<file path="config.mk">
export PLATFORM = sky130hd
export DESIGN_NAME = vscg_top
export DESIGN_NICKNAME = d
export VERILOG_FILES = /design/src/rtl/vscg_bank.v /design/src/rtl/vscg_top.v
export VERILOG_INCLUDE_DIRS = /design/src /design/src/rtl
export SDC_FILE = /design/constraint.sdc
export NUM_CORES = 1
export LEC_CHECK = 0
export BUFFER_PORTS_ARGS = -buffer_cell sky130_fd_sc_hd__buf_2
export CAP_MARGIN = 10
export CORE_ASPECT_RATIO = 1.2
export CORE_MARGIN = 4
export CORE_UTILIZATION = 50
export CTS_BUF_LIST = sky130_fd_sc_hd__clkbuf_16
export CTS_CLUSTER_SIZE = 8
export DETAILED_ROUTE_END_ITERATION = 10
export GPL_TIMING_DRIVEN = 0
export PLACE_DENSITY_LB_ADDON = 0.08
export SYNTH_ARGS = -nofsm -noshare
export SYNTH_HDL_FRONTEND = slang
export SYNTH_SLANG_ARGS = --single-unit
</file>
<file path="constraint.sdc">
create_clock -name mclk -period 4.3 [get_ports mclk]
set_input_delay 0.43 -clock mclk [delete_from_list [all_inputs] [get_ports mclk]]
set_output_delay 0.43 -clock mclk [all_outputs]
set_load 0.01 [all_outputs]
</file>
<file path="src/rtl/vscg_regs.vh">
`ifndef VSCG_REGS_VH
`define VSCG_REGS_VH

// register byte offsets
`define VSCG_OFF_CTL        12'h170
`define VSCG_OFF_ADDR       12'h174
`define VSCG_OFF_EN         12'h178
`define VSCG_OFF_CMP        12'h17c
`define VSCG_OFF_SWP        12'h180
`define VSCG_OFF_STAT       12'h184

// control field positions and codes
`define VSCG_CTL_SEL_HI     1
`define VSCG_CTL_SEL_LO     0
`define VSCG_CTL_SPACE      2
`define VSCG_SEL_OFF        2'h0
`define VSCG_SEL_RMW        2'h1
`define VSCG_SEL_ADOH       2'h2

// address compare field
`define VSCG_ADDR_HI        31
`define VSCG_ADDR_LO        2

// reset values
`define VSCG_RST_CTL        3'h0
`define VSCG_RST_WORD       32'h0000_0000

`endif

</file>
<file path="src/rtl/vscg_bank.v">
`timescale 1ns/100ps
`include "vscg_regs.vh"

// four configuration words with a registered read port
module vscg_bank (
    mclk,
    rst_n,
    wr_en,
    wr_sel,
    wr_data,
    rd_sel,
    rd_data,
    en_word,
    cmp_word,
    swp_word,
    addr_word
);
    input  wire        mclk;
    input  wire        rst_n;
    input  wire        wr_en;
    input  wire [1:0]  wr_sel;
    input  wire [31:0] wr_data;
    input  wire [1:0]  rd_sel;
    output reg  [31:0] rd_data;
    output wire [31:0] en_word;
    output wire [31:0] cmp_word;
    output wire [31:0] swp_word;
    output wire [31:0] addr_word;

    reg [31:0] mem_r [0:3];
    integer    i;

    assign addr_word = mem_r[0];
    assign en_word   = mem_r[1];
    assign cmp_word  = mem_r[2];
    assign swp_word  = mem_r[3];

    // write port and registered read
    always @(posedge mclk) begin
        if (!rst_n) begin
            for (i = 0; i < 4; i = i + 1) begin
                mem_r[i] <= `VSCG_RST_WORD;
            end
            rd_data <= `VSCG_RST_WORD;
        end else begin
            if (wr_en) begin
                mem_r[wr_sel] <= wr_data;
            end
            rd_data <= mem_r[rd_sel];
        end
    end
endmodule // vscg_bank

</file>
<file path="src/rtl/vscg_top.v">
// Local design decision: the address-and-strobe port.
`timescale 1ns/100ps
`include "vscg_regs.vh"

// Behaviour
// - a pci access to the programmed address starts a special cycle
// - read-modify-write starts only on a pci read
// - address-only cycle starts on a pci read or a pci write
// - cycle select 00 off, 01 read-modify-write, 10 address-only, 11 reserved
// - space select 0 memory, 1 i/o, checked for read-modify-write only
// - match compares pci address bits 31:2 with the programmed address
// - a matching access never gets a 64-bit acknowledge
// - only enabled bit positions take part in compare and swap
// - read data compared with compare value over enabled bits
// - on full match write swap value into enabled bits only
module vscg_top (
    mclk,
    rst_n,
    reg_addr,
    reg_wdata,
    reg_wr,
    reg_rd,
    reg_rdata,
    pci_req,
    pci_addr,
    pci_write,
    pci_io,
    pci_match,
    pci_ack64_ok,
    pci_done,
    pci_rdata,
    vme_req,
    vme_rmw,
    vme_adoh,
    vme_write,
    vme_addr,
    vme_wdata,
    vme_own,
    vme_ack,
    vme_rdata
);
    input  wire        mclk;
    input  wire        rst_n;
    input  wire [11:0] reg_addr;
    input  wire [31:0] reg_wdata;
    input  wire        reg_wr;
    input  wire        reg_rd;
    output reg  [31:0] reg_rdata;
    input  wire        pci_req;      // address phase strobe
    input  wire [31:0] pci_addr;
    input  wire        pci_write;
    input  wire        pci_io;       // 1 = i/o space
    output wire        pci_match;
    output wire        pci_ack64_ok;
    output reg         pci_done;     // one-cycle completion pulse
    output reg  [31:0] pci_rdata;
    output wire        vme_req;      // phase request level
    output reg         vme_rmw;      // type of cycle in progress
    output reg         vme_adoh;
    output reg         vme_write;
    output reg  [31:0] vme_addr;
    output reg  [31:0] vme_wdata;
    output reg         vme_own;      // bus ownership held
    input  wire        vme_ack;
    input  wire [31:0] vme_rdata;

    // one-hot sequencer states
    localparam [4:0] ST_IDLE = 5'b00001;
    localparam [4:0] ST_RD   = 5'b00010;
    localparam [4:0] ST_CMP  = 5'b00100;
    localparam [4:0] ST_WR   = 5'b01000;
    localparam [4:0] ST_ADO  = 5'b10000;

    // sequencer, control and read source state
    reg  [4:0]  state_r;
    reg  [4:0]  state_nxt;
    reg  [2:0]  ctl_r;
    reg  [31:0] rd_hold_r;
    reg         cmp_ok_r;
    reg         rd_ctl_r;
    reg         rd_stat_r;
    reg         rd_bank_r;
    reg         wr_bank;
    reg  [1:0]  bank_wsel;
    reg  [1:0]  bank_rsel;
    // configuration words and decode results
    wire [31:0] bank_rdata;
    wire [31:0] en_word;
    wire [31:0] cmp_word;
    wire [31:0] swp_word;
    wire [31:0] addr_word;
    wire        addr_hit;
    wire        space_ok;
    wire        start_rmw;
    wire        start_ado;
    wire        idle;

    // masked equality of two words
    function masked_eq;
        input [31:0] a;
        input [31:0] b;
        input [31:0] m;
        begin
            masked_eq = ((a ^ b) & m) == 32'h0000_0000;
        end
    endfunction

    // merge new bits into old over the mask
    function [31:0] merge;
        input [31:0] old;
        input [31:0] nw;
        input [31:0] m;
        begin
            merge = (old & ~m) | (nw & m);
        end
    endfunction

    // address, enable, compare and swap words
    vscg_bank u_bank (
        .mclk      (mclk),
        .rst_n     (rst_n),
        .wr_en     (wr_bank),
        .wr_sel    (bank_wsel),
        .wr_data   (reg_wdata),
        .rd_sel    (bank_rsel),
        .rd_data   (bank_rdata),
        .en_word   (en_word),
        .cmp_word  (cmp_word),
        .swp_word  (swp_word),
        .addr_word (addr_word)
    );

    // register write and read decode
    always @* begin
        wr_bank   = 1'b0;
        bank_wsel = 2'd0;
        bank_rsel = 2'd0;
        if (reg_addr == `VSCG_OFF_ADDR) begin
            wr_bank   = reg_wr;
            bank_wsel = 2'd0;
            bank_rsel = 2'd0;
        end else if (reg_addr == `VSCG_OFF_EN) begin
            wr_bank   = reg_wr;
            bank_wsel = 2'd1;
            bank_rsel = 2'd1;
        end else if (reg_addr == `VSCG_OFF_CMP) begin
            wr_bank   = reg_wr;
            bank_wsel = 2'd2;
            bank_rsel = 2'd2;
        end else if (reg_addr == `VSCG_OFF_SWP) begin
            wr_bank   = reg_wr;
            bank_wsel = 2'd3;
            bank_rsel = 2'd3;
        end
    end

    // control register and read source tracking
    always @(posedge mclk) begin
        if (!rst_n) begin
            ctl_r     <= `VSCG_RST_CTL;
            rd_ctl_r  <= 1'b0;
            rd_stat_r <= 1'b0;
            rd_bank_r <= 1'b0;
        end else begin
            if (reg_wr && reg_addr == `VSCG_OFF_CTL) begin
                ctl_r <= reg_wdata[2:0];
            end
            rd_ctl_r  <= reg_rd && (reg_addr == `VSCG_OFF_CTL);
            rd_stat_r <= reg_rd && (reg_addr == `VSCG_OFF_STAT);
            rd_bank_r <= reg_rd && (reg_addr == `VSCG_OFF_ADDR || reg_addr == `VSCG_OFF_EN
                         || reg_addr == `VSCG_OFF_CMP || reg_addr == `VSCG_OFF_SWP);
        end
    end

    // read data mux; unmapped reads return zero
    always @* begin
        if (rd_ctl_r) begin
            reg_rdata = {29'h0000_0000, ctl_r};
        end else if (rd_stat_r) begin
            reg_rdata = {30'h0000_0000, cmp_ok_r, ~idle};
        end else if (rd_bank_r) begin
            reg_rdata = bank_rdata;
        end else begin
            reg_rdata = `VSCG_RST_WORD;
        end
    end

    assign addr_hit = pci_addr[`VSCG_ADDR_HI:`VSCG_ADDR_LO]
                      == addr_word[`VSCG_ADDR_HI:`VSCG_ADDR_LO];
    assign space_ok = pci_io == ctl_r[`VSCG_CTL_SPACE];
    assign pci_match = addr_hit && (
        (ctl_r[1:0] == `VSCG_SEL_RMW && space_ok) ||
        (ctl_r[1:0] == `VSCG_SEL_ADOH));
    assign pci_ack64_ok = ~pci_match;

    // sequencer free for a new start
    assign idle = state_r == ST_IDLE;
    assign start_rmw = idle && pci_req && pci_match && !pci_write
                       && ctl_r[1:0] == `VSCG_SEL_RMW;
    assign start_ado = idle && pci_req && pci_match && ctl_r[1:0] == `VSCG_SEL_ADOH;
    // phase request stands until the slave acknowledges
    assign vme_req   = state_r == ST_RD || state_r == ST_WR || state_r == ST_ADO;

    // next state
    always @* begin
        state_nxt = state_r;
        case (state_r)
            ST_IDLE: begin
                if (start_rmw) begin
                    state_nxt = ST_RD;
                end else if (start_ado) begin
                    state_nxt = ST_ADO;
                end
            end
            ST_RD: begin
                if (vme_ack) begin
                    state_nxt = ST_CMP;
                end
            end
            ST_CMP: begin
                if (cmp_ok_r) begin
                    state_nxt = ST_WR;
                end else begin
                    state_nxt = ST_IDLE;
                end
            end
            ST_WR: begin
                if (vme_ack) begin
                    state_nxt = ST_IDLE;
                end
            end
            ST_ADO: begin
                if (vme_ack) begin
                    state_nxt = ST_IDLE;
                end
            end
            default: begin
                state_nxt = ST_IDLE;
            end
        endcase
    end

    // cycle datapath and vme outputs
    always @(posedge mclk) begin
        if (!rst_n) begin
            state_r   <= ST_IDLE;
            rd_hold_r <= `VSCG_RST_WORD;
            cmp_ok_r  <= 1'b0;
            pci_done  <= 1'b0;
            pci_rdata <= `VSCG_RST_WORD;
            vme_rmw   <= 1'b0;
            vme_adoh  <= 1'b0;
            vme_write <= 1'b0;
            vme_addr  <= `VSCG_RST_WORD;
            vme_wdata <= `VSCG_RST_WORD;
            vme_own   <= 1'b0;
        end else begin
            state_r  <= state_nxt;
            pci_done <= 1'b0;
            // latch cycle type and word address on a start
            if (start_rmw || start_ado) begin
                vme_addr  <= {pci_addr[31:2], 2'b00};
                vme_rmw   <= start_rmw;
                vme_adoh  <= start_ado;
                vme_write <= 1'b0;
                vme_own   <= 1'b1;
            end
            if (state_r == ST_RD && vme_ack) begin
                rd_hold_r <= vme_rdata;
                pci_rdata <= vme_rdata;
                cmp_ok_r  <= masked_eq(vme_rdata, cmp_word, en_word);
            end
            if (state_r == ST_CMP) begin
                if (cmp_ok_r) begin
                    vme_write <= 1'b1;
                    vme_wdata <= merge(rd_hold_r, swp_word, en_word);
                end else begin
                    vme_own  <= 1'b0;
                    vme_rmw  <= 1'b0;
                    pci_done <= 1'b1;
                end
            end
            // last phase acknowledged: release the bus and report
            if ((state_r == ST_WR || state_r == ST_ADO) && vme_ack) begin
                vme_own   <= 1'b0;
                vme_rmw   <= 1'b0;
                vme_adoh  <= 1'b0;
                vme_write <= 1'b0;
                pci_done  <= 1'b1;
            end
        end
    end
endmodule // vscg_top

</file>
==> results.py <==
metrics = {
    "sta": {
        "finalSetupViolCount": 0,
        "finalCriticalPeriod_ps": 3080,
        "skew_ps": 15.5,
        "hold_viol_final": 0,
        "tightest_slew_ps": 894,
        "rsz0062_at_grt": "no",
        "slew_viol_final": 0,
        "max_freq_ghz": 0.325,
        "layout_setup_ws_ps": 1220,
        "max_slew_margin_pct": 40.4,
        "fin_crit_sh_pct": 71.5,
    },
    "die": {
        "top_level_ports": 252,
        "rows": 61,
        "start_util_pct": 51.1,
        "die_w_microns": 149,
        "coreArea_sq_um": 23400,
        "die_height_microns": 177,
        "fp.dieArea_sq_um": 26400,
    },
    "synthesis": {
        "ys_seq_area_share_pct": 56.2,
        "syn_area_sq_um": 11900,
        "netlist_instances": 1098,
        "yosysUniqueCellTypes": 49,
        "yosysWarnings": 0,
        "synth_ff_type": "dfxtp_1",
        "synth_area_per_cell_sq_um": 10.9,
        "synth_edf_count": 128,
        "ys_async_sr_fraction_pct": 0,
        "synth_seq_cells": 271,
    },
    "worst_setup_path": {
        "path_max_fanout": 4,
        "path_class": "flop to output pin",
        "end_kind": "output pin",
        "cp.required_ps": 3870,
        "crit_arrival_ps": 2650,
        "cp-start-kind": "flop",
    },
    "clock_tree": {
        "ctsHoldBuffers": 0,
        "cts_buffer_depth": 3,
        "cts_tree": "built",
        "clock_latency_ps": 530,
        "clkTransAtPathRegs_ps": 50,
        "htree_num_levels": 2,
        "post-cts-setup-buffer-count": 0,
        "cts_root_buf": "clkbuf_16",
        "cts_made_buffers": 39,
        "cts_sinks": 271,
        "cts_resized": 0,
    },
    "final_layout": {
        "area_growth_syn_to_layout_pct": 24.1,
        "final_cells": 1735,
        "final_area_sq_um": 14800,
        "final_common_cell": "buf_2",
        "layout-drive-gt1-share_pct": 22.9,
        "layout_common_cells": "buf_2, and2_1, dfxtp_1",
        "final_nets": 1507,
    },
    "pwr": {
        "vdd_drop_max_uv": 251,
        "power.switching_mw": 1.38,
        "pwr-share-seq_pct": 48.0,
        "p_int_mw": 4.57,
        "pwr-share-clk_pct": 46.5,
        "p_leak_nw": 5.97,
        "power_density_nw_per_um2": 402,
        "combPwrFrac_pct": 5.6,
        "sw_frac_of_total_pct": 23.2,
    },
    "place": {
        "place_area_sq_um": 13700,
        "dp_cells": 1665,
        "io_buffers": 247,
        "pre_cts_slack_ps": 819,
        "place_congestion": 0.947,
        "hpwl_microns": 30500,
    },
    "run": {
        "max_cap_violations": 0,
    },
    "global_route": {
        "overflow": 0,
        "grt_first_pass_wirelength_microns": 60800,
        "grt_max_degree": 30,
        "grt_usage_pct": 31.3,
        "grt_pass1_vias": 9725,
        "antenna_found_initial": 4,
    },
    "detailed_routing": {
        "wl_microns": 42400,
        "detail-route-antenna-nets": 0,
        "vias_per_cell": 5.78,
        "vias": 10021,
        "wire_per_inst_microns": 24.5,
        "drtIter0Drc": 975,
        "first_pass_iters": 5,
        "drc": 0,
    },
    "worst_hold_path": {
        "hold_path.class": "primary input to flop",
    },
    "run_status": {
        "status": "finished clean",
    },
}
==> through the flow <==
| stage | utilization, % | hold WS, ps | TNS [ps] | total power [mW] |
|---|---|---|---|---|
| after floorplan | - | 463 | 0 | 3.03 |
| after global placement | 58.1 | 449 | -164530 | 3.22 |
| after detailed placement | 58.6 | 460 | 0 | 3.23 |
| after CTS | 63.4 | 161 | 0 | 5.96 |
| after global routing | 63.4 | 169 | 0 | 6.11 |
| final | 63.4 | 166 | 0 | 5.95 |
==> synthesized netlist by cell type, types with 2 or more instances <==
master	count	area (sq um)
nor3b_1	2	15.0
nand2b_1	5	31.3
a221oi_1	33	289
nand4_1	6	37.5
dfxtp_1	143	2860
nor2b_1	4	25.0
a22oi_1	18	135
a21oi_1	42	210
clkbuf_2	9	45.0
xnor2_1	2	17.5
xor2_1	64	561
inv_1	7	26.3
nor2_1	80	300
nand3_1	5	25.0
clkbuf_1	55	206
buf_4	8	60.1
nor4_1	9	56.3
nor4b_1	3	26.3
nand2_1	84	315
edfxtp_1	128	3840
nor3_1	3	15.0
o21a_1	2	15.0
and2_1	158	988
buf_2	3	15.0
o21ai_0	44	220
o22ai_1	33	206
a211oi_1	32	240
mux2i_1	95	951
==> registers in the layout, indices dropped and copies added, names as in the netlist <==
register and count:
cmp_ok_r 1, ctl_r 3, pci_done 1, rd_bank_r 1
rd_ctl_r 1, rd_hold_r 32, rd_stat_r 1, state_r 5
u_bank.mem_r 128, u_bank.rd_data 32, vme_addr 30, vme_adoh 1
vme_own 1, vme_rmw 1, vme_wdata 32, vme_write 1
==> worst max-delay path, stage by stage, from the launching register on <==
cell and delay [ps]:
edfxtp_1 540, xor2_1 200, nor4_1 300, nand4_1 280
or3b_2 600, inv_1 70, buf_2 120
==> power by group through the flow <==
| stage | logic [mW] | registers [mW] | clock network (mW) |
|---|---|---|---|
| floorplan | 0.153 | 2.87 | 0 |
| CTS | 0.328 | 2.85 | 2.78 |
| global route | 0.352 | 2.86 | 2.89 |
| detailed placement | 0.326 | 2.90 | 0 |
| global placement | 0.312 | 2.91 | 0 |
| finish | 0.331 | 2.86 | 2.77 |
==> per-layer routing <==
layer | track usage, % | vias up | wire length, microns
met3 | 7.10 | 119 | 4550
li1 | - | 4512 | -
met5 | 0 | - | 7
met4 | 12.1 | 2 | 1640
met2 | 51.8 | 592 | 20000
met1 | 40.1 | 4796 | 16200
==> path summary, 6_finish.rpt <==
kind | startpoint | cells after the start | to | slack (ps)
worst max register to register | u_bank.mem_r[0][8] | 8 | vme_addr[28] | 1570
worst max-delay path | u_bank.mem_r[0][8] | 6 | pci_match | 1220
worst min register to register | rd_hold_r[29] | 2 | rd_hold_r[29] | 470
worst min-delay path | vme_rdata[12] | 3 | rd_hold_r[12] | 170
==> logic make-up (layout without fill, tap and decap cells) <==
group,after synthesis,after routing,share of synthesized area [%]
and+or+nand+nor,370,370,16.3
other,1,5,0.0314
xor gates and xnor gates,66,66,4.84
AOI/OAI and AO/OA,213,213,11.7
muxes,95,95,7.96
buffers and inverters,82,400,2.96
DFF,271,271,56.2
==> area by class of cell <==
class / count / area [sq um]
multi-input combinational: 746 / 4910
fill: 1986 / 8540
inverter: 7 / 26.3
clock inverter: 27 / 119
antenna: 3 / 7.51
sequential: 271 / 6710
clock buffer: 40 / 1000
buffer: 75 / 327
timing repair buffer: 251 / 1320
tap: 315 / 394
(Power assumes the default switching activity.)
